--- config.mk ---
export PLATFORM = sky130hd
export DESIGN_NAME = ifm_monitor
export DESIGN_NICKNAME = d
export VERILOG_FILES = /design/src/ifm_pkg.sv /design/src/ifm_act_if.sv /design/src/ifm_monitor.sv /design/src/ifm_activity_det.sv
export SDC_FILE = /design/constraint.sdc
export NUM_CORES = 1
export LEC_CHECK = 0
export BUFFER_PORTS_ARGS = -buffer_cell sky130_fd_sc_hd__buf_2
export CORE_MARGIN = 2
export CORE_UTILIZATION = 42
export CTS_CLUSTER_SIZE = 30
export DETAILED_ROUTE_END_ITERATION = 16
export PLACE_DENSITY_LB_ADDON = 0.2
export SKIP_CTS_REPAIR_TIMING = 1
export SYNTH_ARGS = -nofsm -noshare
export SYNTH_HDL_FRONTEND = slang
export SYNTH_SLANG_ARGS = --single-unit
--- constraint.sdc ---
create_clock -name core_clk -period 6 [get_ports core_clk]
set_clock_uncertainty 0.1 [all_clocks]
set_input_delay 0.6 -clock core_clk [delete_from_list [all_inputs] [get_ports core_clk]]
set_output_delay 0.6 -clock core_clk [all_outputs]
set_load 0.1 [all_outputs]
--- src/ifm_pkg.sv ---
// Constants, field layouts and register map of the interface fault monitor.
// Assumes a single 125 MHz core clock and AXI4-Lite software access.
// Notes on behaviour
// RULE_01 - Data mode: stuck ones or zeros faults
// RULE_02 - Alarm mode: only stuck ones raises alarm
// RULE_03 - Mode none: transmit data indication never set
// RULE_04 - All-ones is alarm, data-stable is fault
// RULE_05 - No transmit clock: alarm, use internal clock
// RULE_06 - Transmit PLL unlocked raises fault
// RULE_07 - Drop PLL unlock faults only in drop-insert
// RULE_08 - Invalid transmit setting raises programming fault
// RULE_09 - Unexecutable transmit configuration raises configuration fault
// RULE_10 - Read of empty buffer raises underflow alarm
// RULE_11 - Write of full buffer raises overflow alarm
// RULE_12 - Receive data mode: stuck data faults
// RULE_13 - Receive alarm mode ones only; none never
// RULE_14 - Frame error rate above 1e-3 faults
// RULE_15 - Buffer clock PLL unlocked raises fault
// RULE_16 - No receive clock: fault, use satellite clock
// RULE_17 - Demultiplexer not locked raises fault
// RULE_18 - Faults request switchover, alarms never do
// RULE_19 - Stuck after count of quiet cycles, clears on edge
// RULE_20 - Status bits are live levels, never latched
package ifm_pkg;
    // ************
    // Timing
    // ************
    localparam int CLK_MHZ = 125;
    localparam int DATA_STUCK_TIME_US = 10;
    localparam int CLK_QUIET_TIME_US = 1;
    localparam logic [15:0] DATA_STUCK_CYC = 16'(DATA_STUCK_TIME_US * CLK_MHZ);
    localparam logic [15:0] CLK_QUIET_CYC = 16'(CLK_QUIET_TIME_US * CLK_MHZ);
    localparam int FBER_WINDOW_BITS = 10000;
    localparam int FBER_ERR_LIMIT = 10;

    // ************
    // Register map
    // ************
    localparam logic [3:0] ADDR_CTRL = 4'h0;
    localparam logic [3:0] ADDR_STATUS = 4'h4;
    localparam logic [3:0] ADDR_DATA_LIMIT = 4'h8;
    localparam logic [3:0] ADDR_CLK_LIMIT = 4'hC;
    localparam logic [1:0] RESP_OKAY = 2'h0;
    localparam logic [1:0] RESP_SLVERR = 2'h2;

    // ************
    // Control fields
    // ************
    localparam int CTRL_TX_MODE_LSB = 0;
    localparam int CTRL_RX_MODE_LSB = 2;
    localparam int CTRL_DROP_INSERT = 4;
    localparam logic [31:0] CTRL_RESET = 32'h0000_0000;

    typedef enum logic [1:0] {
        IFM_CHK_NONE = 2'h0,
        IFM_CHK_DATA = 2'h1,
        IFM_CHK_AIS = 2'h2,
        IFM_CHK_BAD = 2'h3
    } ifm_chk_mode_t;

    // ************
    // Status fields
    // ************
    localparam int ST_TX_DATA = 0;
    localparam int ST_TX_AIS = 1;
    localparam int ST_TX_CLK = 2;
    localparam int ST_TX_PLL = 3;
    localparam int ST_DROP = 4;
    localparam int ST_TX_PROG = 5;
    localparam int ST_TX_CFG = 6;
    localparam int ST_UNDERFLOW = 7;
    localparam int ST_OVERFLOW = 8;
    localparam int ST_RX_DATA = 9;
    localparam int ST_RX_AIS = 10;
    localparam int ST_FBER = 11;
    localparam int ST_BUF_PLL = 12;
    localparam int ST_RX_CLK = 13;
    localparam int ST_DEMUX = 14;
    localparam int ST_W = 15;
    // Which status bits are faults; the rest are alarms
    localparam logic [14:0] FAULT_MASK = 15'h7A79;
    localparam logic [14:0] ALARM_MASK = 15'h0586;

    // ************
    // Activity channels
    // ************
    localparam int CH_TX_DATA = 0;
    localparam int CH_TX_CLK = 1;
    localparam int CH_RX_DATA = 2;
    localparam int CH_RX_CLK = 3;
    localparam int N_CH = 4;
endpackage

--- src/ifm_act_if.sv ---
// Carrier between the monitor and one activity detector.
// Assumes raw is an asynchronous pin level.
`timescale 1ns/10ps
interface ifm_act_if;
    logic raw;
    logic [15:0] limit;
    logic stuck;
    logic level;
    modport det (input raw, input limit, output stuck, output level);
    modport mon (output raw, output limit, input stuck, input level);
endinterface

--- src/ifm_monitor.sv ---
// Transmit and receive interface fault monitor with AXI4-Lite registers.
// Assumes buffer and frame strobes come from logic on core_clk; other pins are async.
//
// The AXI4-Lite slave port and the address map were chosen for this implementation.
`timescale 1ns/10ps
module ifm_monitor #(
    parameter int FBER_WINDOW = ifm_pkg::FBER_WINDOW_BITS,
    parameter int FBER_LIMIT = ifm_pkg::FBER_ERR_LIMIT
) (
    // Clock and reset
    input wire logic core_clk,
    input wire logic rst_n,
    // AXI4-Lite write
    input wire logic [3:0] s_axi_awaddr,
    input wire logic s_axi_awvalid,
    output logic s_axi_awready,
    input wire logic [31:0] s_axi_wdata,
    input wire logic [3:0] s_axi_wstrb,
    input wire logic s_axi_wvalid,
    output logic s_axi_wready,
    output logic [1:0] s_axi_bresp,
    output logic s_axi_bvalid,
    input wire logic s_axi_bready,
    // AXI4-Lite read
    input wire logic [3:0] s_axi_araddr,
    input wire logic s_axi_arvalid,
    output logic s_axi_arready,
    output logic [31:0] s_axi_rdata,
    output logic [1:0] s_axi_rresp,
    output logic s_axi_rvalid,
    input wire logic s_axi_rready,
    // Transmit side pins
    input wire logic tx_data,
    input wire logic tx_clk,
    input wire logic tx_pll_lock,
    input wire logic drop_pll_lock,
    input wire logic tx_cfg_unable,
    // Receive side pins
    input wire logic rx_data,
    input wire logic rx_clk,
    input wire logic buf_pll_lock,
    input wire logic demux_lock,
    // Receive buffer and framer, core clock domain
    input wire logic rx_buf_rd,
    input wire logic rx_buf_empty,
    input wire logic rx_buf_wr,
    input wire logic rx_buf_full,
    input wire logic frame_bit_valid,
    input wire logic frame_bit_err,
    // Indications
    output logic [14:0] fault_status,
    output logic tx_data_stuck_indication,
    output logic rx_data_stuck_indication,
    output logic frame_error_rate_fault,
    output logic rx_clock_inactive_fault,
    output logic tx_use_internal_clk,
    output logic rx_use_satellite_clk,
    output logic switchover_req,
    output logic alarm_active
);
    // ************
    // Register state
    // ************
    logic [31:0] ctrl, next_ctrl;
    logic [15:0] data_limit, next_data_limit;
    logic [15:0] clk_limit, next_clk_limit;
    logic aw_held, next_aw_held, w_held, next_w_held;
    logic [3:0] aw_addr, next_aw_addr;
    logic [31:0] w_data, next_w_data;
    logic [3:0] w_strb, next_w_strb;
    logic bvalid, next_bvalid;
    logic [1:0] bresp, next_bresp;
    logic rvalid, next_rvalid;
    logic [1:0] rresp, next_rresp;
    logic [31:0] rdata, next_rdata;
    logic [14:0] status, next_status;

    function automatic logic [31:0] merge(input logic [31:0] old, input logic [31:0] nw,
                                          input logic [3:0] strb);
        logic [31:0] r;
        r = old;
        for (int b = 0; b < 4; b++) begin
            if (strb[b]) begin
                r[8*b +: 8] = nw[8*b +: 8];
            end
        end
        return r;
    endfunction

    // ************
    // AXI4-Lite slave
    // ************
    logic do_write;
    assign s_axi_awready = !aw_held;
    assign s_axi_wready = !w_held;
    assign s_axi_arready = !rvalid;
    assign do_write = aw_held && w_held && !bvalid;

    always_comb begin
        next_aw_held = aw_held;
        next_aw_addr = aw_addr;
        next_w_held = w_held;
        next_w_data = w_data;
        next_w_strb = w_strb;
        next_bvalid = bvalid;
        next_bresp = bresp;
        next_ctrl = ctrl;
        next_data_limit = data_limit;
        next_clk_limit = clk_limit;
        if (s_axi_awvalid && !aw_held) begin
            next_aw_held = 1'b1;
            next_aw_addr = s_axi_awaddr;
        end
        if (s_axi_wvalid && !w_held) begin
            next_w_held = 1'b1;
            next_w_data = s_axi_wdata;
            next_w_strb = s_axi_wstrb;
        end
        if (bvalid && s_axi_bready) begin
            next_bvalid = 1'b0;
        end
        if (do_write) begin
            next_aw_held = 1'b0;
            next_w_held = 1'b0;
            next_bvalid = 1'b1;
            next_bresp = ifm_pkg::RESP_OKAY;
            case (aw_addr)
                ifm_pkg::ADDR_CTRL: begin
                    next_ctrl = merge(ctrl, w_data, w_strb) & 32'h0000_001F;
                end
                ifm_pkg::ADDR_DATA_LIMIT: begin
                    next_data_limit = 16'(merge({16'h0000, data_limit}, w_data, w_strb));
                end
                ifm_pkg::ADDR_CLK_LIMIT: begin
                    next_clk_limit = 16'(merge({16'h0000, clk_limit}, w_data, w_strb));
                end
                ifm_pkg::ADDR_STATUS: begin
                    next_bresp = ifm_pkg::RESP_OKAY;
                end
                default: begin
                    next_bresp = ifm_pkg::RESP_SLVERR;
                end
            endcase
        end
    end

    always_comb begin
        next_rvalid = rvalid;
        next_rdata = rdata;
        next_rresp = rresp;
        if (rvalid && s_axi_rready) begin
            next_rvalid = 1'b0;
        end
        if (s_axi_arvalid && !rvalid) begin
            next_rvalid = 1'b1;
            next_rresp = ifm_pkg::RESP_OKAY;
            case (s_axi_araddr)
                ifm_pkg::ADDR_CTRL: next_rdata = ctrl;
                ifm_pkg::ADDR_STATUS: next_rdata = {17'h00000, status};
                ifm_pkg::ADDR_DATA_LIMIT: next_rdata = {16'h0000, data_limit};
                ifm_pkg::ADDR_CLK_LIMIT: next_rdata = {16'h0000, clk_limit};
                default: begin
                    next_rdata = 32'h0000_0000;
                    next_rresp = ifm_pkg::RESP_SLVERR;
                end
            endcase
        end
    end

    always_ff @(posedge core_clk or negedge rst_n) begin
        if (!rst_n) begin
            ctrl <= ifm_pkg::CTRL_RESET;
            data_limit <= ifm_pkg::DATA_STUCK_CYC;
            clk_limit <= ifm_pkg::CLK_QUIET_CYC;
            aw_held <= 1'b0;
            aw_addr <= 4'h0;
            w_held <= 1'b0;
            w_data <= 32'h0000_0000;
            w_strb <= 4'h0;
            bvalid <= 1'b0;
            bresp <= 2'h0;
            rvalid <= 1'b0;
            rresp <= 2'h0;
            rdata <= 32'h0000_0000;
        end else begin
            ctrl <= next_ctrl;
            data_limit <= next_data_limit;
            clk_limit <= next_clk_limit;
            aw_held <= next_aw_held;
            aw_addr <= next_aw_addr;
            w_held <= next_w_held;
            w_data <= next_w_data;
            w_strb <= next_w_strb;
            bvalid <= next_bvalid;
            bresp <= next_bresp;
            rvalid <= next_rvalid;
            rresp <= next_rresp;
            rdata <= next_rdata;
        end
    end

    assign s_axi_bvalid = bvalid;
    assign s_axi_bresp = bresp;
    assign s_axi_rvalid = rvalid;
    assign s_axi_rresp = rresp;
    assign s_axi_rdata = rdata;

    // ************
    // Activity detectors
    // ************
    ifm_act_if act [ifm_pkg::N_CH] ();
    assign act[ifm_pkg::CH_TX_DATA].raw = tx_data;
    assign act[ifm_pkg::CH_TX_CLK].raw = tx_clk;
    assign act[ifm_pkg::CH_RX_DATA].raw = rx_data;
    assign act[ifm_pkg::CH_RX_CLK].raw = rx_clk;
    assign act[ifm_pkg::CH_TX_DATA].limit = data_limit;
    assign act[ifm_pkg::CH_TX_CLK].limit = clk_limit;
    assign act[ifm_pkg::CH_RX_DATA].limit = data_limit;
    assign act[ifm_pkg::CH_RX_CLK].limit = clk_limit;

    for (genvar i = 0; i < ifm_pkg::N_CH; i++) begin : g_det
        ifm_activity_det u_det (
            .core_clk(core_clk),
            .rst_n(rst_n),
            .port(act[i].det)
        );
    end

    // ************
    // Lock and configuration pin synchronisers
    // ************
    logic [4:0] pin_s1, pin_s2;
    always_ff @(posedge core_clk or negedge rst_n) begin
        if (!rst_n) begin
            pin_s1 <= 5'h00;
            pin_s2 <= 5'h00;
        end else begin
            pin_s1 <= {tx_cfg_unable, demux_lock, buf_pll_lock, drop_pll_lock, tx_pll_lock};
            pin_s2 <= pin_s1;
        end
    end

    // ************
    // Frame error rate window
    // ************
    localparam int BW = $clog2(FBER_WINDOW + 1);
    logic [BW-1:0] bit_cnt, next_bit_cnt;
    logic [BW-1:0] err_cnt, next_err_cnt;
    logic fber, next_fber;
    // Errors counted per window; verdict holds until the next window ends
    always_comb begin
        next_bit_cnt = bit_cnt;
        next_err_cnt = err_cnt;
        next_fber = fber;
        if (frame_bit_valid) begin
            if (bit_cnt == BW'(FBER_WINDOW - 1)) begin
                next_bit_cnt = '0;
                next_err_cnt = '0;
                next_fber = (err_cnt + BW'(frame_bit_err)) > BW'(FBER_LIMIT); // RULE_14
            end else begin
                next_bit_cnt = bit_cnt + BW'(1);
                next_err_cnt = err_cnt + BW'(frame_bit_err);
            end
        end
    end

    always_ff @(posedge core_clk or negedge rst_n) begin
        if (!rst_n) begin
            bit_cnt <= '0;
            err_cnt <= '0;
            fber <= 1'b0;
        end else begin
            bit_cnt <= next_bit_cnt;
            err_cnt <= next_err_cnt;
            fber <= next_fber;
        end
    end

    // ************
    // Fault and alarm status
    // ************
    ifm_pkg::ifm_chk_mode_t tx_mode, rx_mode;
    assign tx_mode = ifm_pkg::ifm_chk_mode_t'(ctrl[ifm_pkg::CTRL_TX_MODE_LSB +: 2]);
    assign rx_mode = ifm_pkg::ifm_chk_mode_t'(ctrl[ifm_pkg::CTRL_RX_MODE_LSB +: 2]);

    // Mode none and the invalid code both suppress data checks
    always_comb begin
        next_status = '0;
        next_status[ifm_pkg::ST_TX_DATA] = (tx_mode == ifm_pkg::IFM_CHK_DATA)
            && act[ifm_pkg::CH_TX_DATA].stuck; // RULE_01 RULE_03
        next_status[ifm_pkg::ST_TX_AIS] = (tx_mode == ifm_pkg::IFM_CHK_AIS)
            && act[ifm_pkg::CH_TX_DATA].stuck && act[ifm_pkg::CH_TX_DATA].level; // RULE_02
        next_status[ifm_pkg::ST_TX_CLK] = act[ifm_pkg::CH_TX_CLK].stuck; // RULE_05
        next_status[ifm_pkg::ST_TX_PLL] = !pin_s2[0]; // RULE_06
        next_status[ifm_pkg::ST_DROP] = ctrl[ifm_pkg::CTRL_DROP_INSERT] && !pin_s2[1]; // RULE_07
        next_status[ifm_pkg::ST_TX_PROG] = (tx_mode == ifm_pkg::IFM_CHK_BAD); // RULE_08
        next_status[ifm_pkg::ST_TX_CFG] = pin_s2[4]; // RULE_09
        next_status[ifm_pkg::ST_UNDERFLOW] = rx_buf_rd && rx_buf_empty; // RULE_10
        next_status[ifm_pkg::ST_OVERFLOW] = rx_buf_wr && rx_buf_full; // RULE_11
        next_status[ifm_pkg::ST_RX_DATA] = (rx_mode == ifm_pkg::IFM_CHK_DATA)
            && act[ifm_pkg::CH_RX_DATA].stuck; // RULE_12
        next_status[ifm_pkg::ST_RX_AIS] = (rx_mode == ifm_pkg::IFM_CHK_AIS)
            && act[ifm_pkg::CH_RX_DATA].stuck && act[ifm_pkg::CH_RX_DATA].level; // RULE_13
        next_status[ifm_pkg::ST_FBER] = fber; // RULE_14
        next_status[ifm_pkg::ST_BUF_PLL] = !pin_s2[2]; // RULE_15
        next_status[ifm_pkg::ST_RX_CLK] = act[ifm_pkg::CH_RX_CLK].stuck; // RULE_16
        next_status[ifm_pkg::ST_DEMUX] = !pin_s2[3]; // RULE_17
    end

    // Live levels, re-evaluated every cycle
    always_ff @(posedge core_clk or negedge rst_n) begin
        if (!rst_n) begin
            status <= '0;
        end else begin
            status <= next_status; // RULE_20
        end
    end

    assign fault_status = status;
    assign tx_data_stuck_indication = status[ifm_pkg::ST_TX_DATA] | status[ifm_pkg::ST_TX_AIS];
    assign rx_data_stuck_indication = status[ifm_pkg::ST_RX_DATA] | status[ifm_pkg::ST_RX_AIS];
    assign frame_error_rate_fault = status[ifm_pkg::ST_FBER];
    assign rx_clock_inactive_fault = status[ifm_pkg::ST_RX_CLK];
    assign tx_use_internal_clk = status[ifm_pkg::ST_TX_CLK]; // RULE_05
    assign rx_use_satellite_clk = status[ifm_pkg::ST_RX_CLK]; // RULE_16
    // Alarms such as all-ones never reach the switchover request
    assign switchover_req = |(status & ifm_pkg::FAULT_MASK); // RULE_04 RULE_18
    assign alarm_active = |(status & ifm_pkg::ALARM_MASK); // RULE_18
endmodule

--- src/ifm_activity_det.sv ---
// Activity detector: synchronises a pin and flags it stuck when quiet.
// Assumes limit is stable and non-zero while in use.
`timescale 1ns/10ps
module ifm_activity_det (
    // Clock and reset
    input wire logic core_clk,
    input wire logic rst_n,
    // Channel
    ifm_act_if.det port
);
    logic sync1, sync2, prev;
    logic [15:0] quiet, next_quiet;
    logic stuck, next_stuck;

    always_comb begin
        next_quiet = quiet;
        next_stuck = stuck;
        if (sync2 != prev) begin
            next_quiet = 16'h0000;
            next_stuck = 1'b0; // RULE_19
        end else if (quiet >= port.limit) begin
            next_stuck = 1'b1; // RULE_19
        end else begin
            next_quiet = quiet + 16'h0001;
        end
    end

    always_ff @(posedge core_clk or negedge rst_n) begin
        if (!rst_n) begin
            sync1 <= 1'b0;
            sync2 <= 1'b0;
            prev <= 1'b0;
            quiet <= 16'h0000;
            stuck <= 1'b0;
        end else begin
            sync1 <= port.raw;
            sync2 <= sync1;
            prev <= sync2;
            quiet <= next_quiet;
            stuck <= next_stuck;
        end
    end

    assign port.stuck = stuck;
    assign port.level = prev;
endmodule

==> results of run 1 <==
## flip-flops by register name (all words and copies together) (netlist names), 5 cells and up
name,flops
act.limit,32
bit_cnt,14
ctrl,5
err_cnt,14
fault_status,15
g_det.u_det.quiet,64
pin_s1,5
pin_s2,5
s_axi_rdata,16
w_data,16
## worst max-delay path, cell delays in order (launching register included)
cell      delay [ps]
dfstp_2          540
inv_1             90
ha_1             320
a21o_1           200
a211oi_1         360
and4bb_4         270
a211oi_1         730
a31oi_1          180
a41o_1           230
## cell type report
cell class / instances / area, µm² / share of cell area
multi-input cells: 795 / 5410 / 0.424
well taps: 341 / 427 / 0.0334
clock buffers: 30 / 684 / 0.0535
clock inverters: 15 / 143 / 0.0112
inverters: 55 / 206 / 0.0162
flip-flops and latches: 215 / 5390 / 0.422
repair buffers: 98 / 513 / 0.0401
## power breakdown
group | internal (µW) | leakage (µW) | total, µW | switching, µW
Combinational | 569 | 0.00257 | 1680 | 1110
Sequential | 1750 | 0.00279 | 2050 | 293
Clock | 868 | 0.000395 | 1520 | 648
## worst paths after layout
path | startpoint | endpoint | slack, ps | depth (start not counted)
worst min register to register | g_det[3].u_det.sync1 | g_det[3].u_det.sync2 | 250 | 0
min in group core_clk | demux_lock | pin_s1[3] | 60 | 1
worst max register to register | act[1].limit[6] | g_det[1].u_det.quiet[4] | 2860 | 8
worst max-delay path | act[1].limit[6] | g_det[1].u_det.quiet[4] | 2860 | 8
max in group asynchronous | rst_n | g_det[3].u_det.quiet[6] | 4280 | 2
worst min-delay path | rst_n | g_det[2].u_det.sync2 | 50 | 1
## metal layers
| layer | vias up | global-route usage | wire length (µm) | share of wire |
|---|---|---|---|---|
| met2 | 167 | 0.308 | 12500 | 0.46 |
| met5 | - | 0 | 0 | 0 |
| met4 | 0 | 0.0586 | 685 | 0.025 |
| met1 | 4209 | 0.286 | 12900 | 0.47 |
| li1 | 4170 | - | - | - |
| met3 | 40 | 0.0249 | 1270 | 0.046 |
## Yosys cell counts, types with 3 or more instances
master / count
or2_2: 4
mux2i_1: 9
and4_1: 8
o21a_1: 11
nand3_1: 43
nand4_1: 20
xor2_1: 11
mux2_2: 53
or3_1: 16
nor2_1: 53
a41o_1: 3
nor4_1: 3
a211oi_1: 7
o41ai_1: 3
dfrtp_1: 204
clkbuf_1: 34
a22oi_1: 10
ha_1: 71
nor3_1: 14
o31ai_1: 32
o21ai_0: 84
a2111oi_0: 3
a31oi_1: 10
a21o_1: 5
dfstp_2: 11
nand2_1: 100
inv_1: 55
buf_2: 3
a221oi_1: 8
nand2b_1: 7
a21oi_1: 58
or4_1: 28
o211ai_1: 11
xnor2_1: 19
and3_1: 20
o2111ai_1: 3
and2_1: 7
buf_6: 3
buf_4: 22
nor2b_1: 13
## metrics by stage
step | total power, µW | cells | cell area, µm²
2_1_floorplan | 3310 | 1128 | 11400
3_3_place_gp | 3710 | 1504 | 12000
3_5_place_dp | 3750 | 1504 | 12000
4_1_cts | 5290 | 1549 | 12800
5_1_grt | 5580 | 1549 | 12800
6_report | 5240 | 1549 | 12800
## logic make-up (layout without fill, tap and decap cells)
family | Yosys count | count (layout)
compound gates | 263 | 263
xor+xnor | 30 | 30
fa+ha+maj | 71 | 71
buf+inv | 118 | 198
flops | 215 | 215
mux | 62 | 62
other cells | 1 | 18
simple gates | 351 | 351
==> flow_summary.json, run 1 <==
{
  "first_global_vias": 8118,
  "grt_max_degree": 124,
  "ys_ff_latch": 215,
  "cts_tree": "built",
  "grt_antenna_before_repair": 0,
  "synthMuxAreaShare": 0.0608,
  "setup_violations": 0,
  "yosys.area_share.simple": 0.163,
  "hpwl_um": 19700,
  "vias_per_cell": 5.54,
  "synth_cell_types": 65,
  "end_kind": "flop",
  "routed_wl_um": 27300,
  "clkTransAtPathRegs_ps": 60,
  "diodes": 0,
  "timing.hold.ws_ps": 48.3,
  "fillerInstances": 2497,
  "die_area_mm2": 0.0282,
  "gr-total-overflow": 0,
  "synth_area_mm2": 0.0113,
  "rsz0062_at_grt": "false",
  "drc": 0,
  "ios": 130,
  "fmax_ghz": 0.318,
  "synthAdderAreaFrac": 0.0787,
  "grt_pass1_wl_um": 44500,
  "cts_max_level": 1,
  "slew_viol_final": 0,
  "final_cell_mix": "dfrtp_1, nand2_1, buf_2, o21ai_0, ha_1",
  "synth_compound_area_frac": 0.147,
  "final_common_cell": "dfrtp_1",
  "synth_warnings": 0,
  "synth_edf_count": 0,
  "fin_ws_ps": 2860,
  "synth_top_family_by_area": "simple AND/OR/NAND/NOR gates",
  "drt_first_pass_iters": 5,
  "synth_top_area_share": 0.452,
  "dr_total_vias": 8586,
  "path_max_fanout": 6,
  "crit_type": "reg2reg",
  "hold_viol": 0,
  "tns_ps": 0,
  "synth_top_area_cell": "dfrtp_1",
  "maxCapViolations": 0,
  "layout-drive-gt1-share": 0.187,
  "relSlewSlack": 0.231,
  "critPathLaunchType": "flop",
  "track_usage": 0.196,
  "syn_inst": 1111,
  "worstSkewPairLatency_ps": 540,
  "post-place-ws_ps": 2930,
  "status": "finished clean",
  "die_h_um": 168,
  "peakVddDrop_mv": 0.308,
  "numCtsBuffers": 25,
  "required_ps": 6320,
  "avgSynthCellArea_um2": 10.2,
  "synth_flop_cell": "dfrtp_1",
  "final_util": 0.480,
  "synthArstFlopShare": 1.00,
  "rows": 60,
  "syn2layout_area_growth_pct": 13.2,
  "cts-root-buf": "clkbuf_16",
  "synth_top_cells_by_area": "dfrtp_1, ha_1, mux2_2, o21ai_0, nand2_1",
  "powerDensity_mw_per_mm2": 410,
  "clockBufferDepth": 3,
  "worstHoldPathType": "in2async",
  "initial_core_util": 0.424,
  "leakagePower_uw": 0.00575,
  "min_period_ps": 3140,
  "die_w_um": 168,
  "wl_per_cell_um": 17.6,
  "worst_pin_slew_ps": 1150,
  "cp.arrival_ps": 3460,
  "drtIter0Drc": 539,
  "io_buffers": 93,
  "gp_congestion": 0.857,
  "synth-xor-area-share": 0.0233,
  "num-nets-final": 1327,
  "numClockSinks": 215,
  "drtAntennaViolNets": 0,
  "finalCritPeriodShare": 0.524,
  "seq_area_frac_synth": 0.478,
  "core-area_mm2": 0.0267
}
No activity file was read; power rests on OpenSTA's default activity.
==> run 2, diff against run 1 <==
ABC_AREA = 1   (was not set)
clock period = 3.2 ns   (was 6 ns; I/O delays follow)
==> flow_summary.json, run 2 <==
{
  "hold_viol": 3,
  "status": "complete, but fails checks",
  "tns_ps": 0,
  "cts_max_level": 1,
  "die_area_mm2": 0.0303,
  "powerDensity_mw_per_mm2": 694,
  "peakVddDrop_mv": 0.546,
  "min_period_ps": 2430,
  "diodes": 0,
  "numClockSinks": 215,
  "avgSynthCellArea_um2": 7.95,
  "syn2layout_area_growth_pct": 16.8,
  "drtAntennaViolNets": 0,
  "final_common_cell": "nand2_1",
  "track_usage": 0.203,
  "ios": 130,
  "synth_top_family_by_area": "simple AND/OR/NAND/NOR gates",
  "critical_path_depth": 11,
  "synth_top_area_cell": "dfrtp_1",
  "hpwl_um": 22200,
  "final_cell_mix": "nand2_1, dfrtp_1, nor2_1, inv_1, nand3_1",
  "crit_type": "reg2reg",
  "rsz0062_at_grt": "false",
  "crit_family": "simple AND/OR/NAND/NOR gates",
  "initial_core_util": 0.425,
  "crit_buf_inv": 1,
  "drc": 0,
  "largest-register": "g_det.u_det.quiet",
  "worstSkewPairLatency_ps": 530,
  "drt_first_pass_iters": 6,
  "finalCritPeriodShare": 0.760,
  "setup_violations": 0,
  "routed_wl_um": 31000,
  "placed_cell_area_mm2": 0.0129,
  "seq_area_frac_synth": 0.445,
  "synth_flop_cell": "dfrtp_1",
  "grt_antenna_before_repair": 1,
  "cts_tree": "built",
  "dr_total_vias": 10300,
  "timing.hold.ws_ps": -35.7,
  "p_total_uw": 9820,
  "worstRegToRegCells": 11,
  "die_h_um": 174,
  "io_buffers": 93,
  "grt_pass1_wl_um": 50000,
  "min_path_cells": 3,
  "slowest_stage": "dfstp_2",
  "synth_area_mm2": 0.0121,
  "drtIter0Drc": 799,
  "synth_compound_area_frac": 0.0774,
  "critPathLaunchType": "flop",
  "numCtsBuffers": 25,
  "synth_cell_types": 45,
  "relSlewSlack": 0.234,
  "path_max_fanout": 18,
  "num-nets-final": 1788,
  "worstHoldPathType": "in2reg",
  "layout-drive-gt1-share": 0.128,
  "clkTransAtPathRegs_ps": 60,
  "wl_per_cell_um": 15.1,
  "path_common_cell": "nand2_1",
  "synth_top_cells_by_area": "dfrtp_1, nand2_1, ha_1, nor2_1, nand3_1",
  "slew_viol_final": 0,
  "fmax_ghz": 0.411,
  "gr-total-overflow": 0,
  "synthArstFlopShare": 1.00,
  "die_w_um": 174,
  "synth-xor-area-share": 0.0408,
  "first_global_vias": 9514,
  "yosys.area_share.simple": 0.282,
  "cts-root-buf": "clkbuf_16",
  "final_util": 0.496,
  "end_kind": "flop",
  "design_area_mm2": 0.0142,
  "required_ps": 3570,
  "grt_max_degree": 80,
  "worst_pin_slew_ps": 1150,
  "vias_per_cell": 5.02,
  "cp.arrival_ps": 2800,
  "synthAdderAreaFrac": 0.0732,
  "synthMuxAreaShare": 0.00186,
  "synth_top_area_share": 0.421,
  "critical-path-max-stage-delay_ps": 550,
  "rows": 62,
  "path_cells": "inv_1 -> ha_1 -> a21oi_1 -> nor2_1 -> nor3_1 -> nand2_1 -> nand2_1 -> nand3_2 -> nand2_2 -> nand2_1 -> nand2_1",
  "synth_edf_count": 0,
  "synth_most_common_cell": "nand2_1",
  "ys_ff_latch": 215,
  "violations": "negative hold slack",
  "leakagePower_uw": 0.00718,
  "clockBufferDepth": 3,
  "core-area_mm2": 0.0285,
  "syn_inst": 1525,
  "synth_warnings": 0,
  "maxCapViolations": 0,
  "largest_register_ffs": 64,
  "gp_congestion": 0.871,
  "ys_top_cells_by_count": "nand2_1, dfrtp_1, nor2_1"
}
==> run 2: routing by layer <==
| metal | vias to the layer above | GRT usage | wire length, µm |
|---|---|---|---|
| met2 | 250 | 0.320 | 14000 |
| met5 | - | 0 | 0 |
| li1 | 5177 | - | - |
| met1 | 4829 | 0.290 | 14200 |
| met3 | 47 | 0.0289 | 1690 |
| met4 | 0 | 0.0665 | 1000 |
==> run 2: final timing paths <==
path,end,slack [ps],start
worst max-delay path,g_det[3].u_det.quiet[4],770,act[1].limit[5]
worst min-delay path,w_data[4],-40,s_axi_wdata[4]
worst max register to register,g_det[3].u_det.quiet[4],770,act[1].limit[5]
worst min register to register,g_det[3].u_det.sync2,250,g_det[3].u_det.sync1
max in group asynchronous,act[0].limit[6],1900,rst_n
min in group asynchronous,g_det[2].u_det.quiet[0],240,rst_n
==> run 2: metrics by stage <==
| step | setup WS [ps] | instances | hold slack (ps) |
|---|---|---|---|
| after global routing | 511 | 2054 | 2.62 |
| after detailed placement | 781 | 1973 | 219 |
| after global placement | 782 | 1973 | 217 |
| final | 768 | 2054 | -35.7 |
| after floorplan | 625 | 1542 | -75.6 |
| after CTS | 769 | 2019 | -347 |
==> run 2: report_power, final <==
group	total [µW]	internal, µW	switching, µW
clock network	3100	1900	1200
registers	3780	3300	471
logic	2950	818	2130
==> run 2: area by class of cell <==
| class | count | area, µm² |
|---|---|---|
| inverter | 167 | 627 |
| fill | 2811 | 14400 |
| multi-input combinational | 1104 | 5830 |
| tap | 384 | 480 |
| timing repair buffer | 138 | 926 |
| clock inverter | 17 | 243 |
| clock buffer | 29 | 661 |
| sequential | 215 | 5390 |
==> run 2: worst reg2reg max path, stage by stage (launching register included) <==
cell and delay, ps:
dfstp_2 550, inv_1 70, ha_1 310, a21oi_1 130, nor2_1 50, nor3_1 130
nand2_1 70, nand2_1 60, nand3_2 310, nand2_2 410, nand2_1 110, nand2_1 70
==> run 2: logic make-up after synthesis <==
family | after synthesis
simple gates | 784
buf+inv | 223
fa+ha+maj | 71
other cells | 1
xor+xnor | 53
flops | 215
compound gates | 176
mux | 2
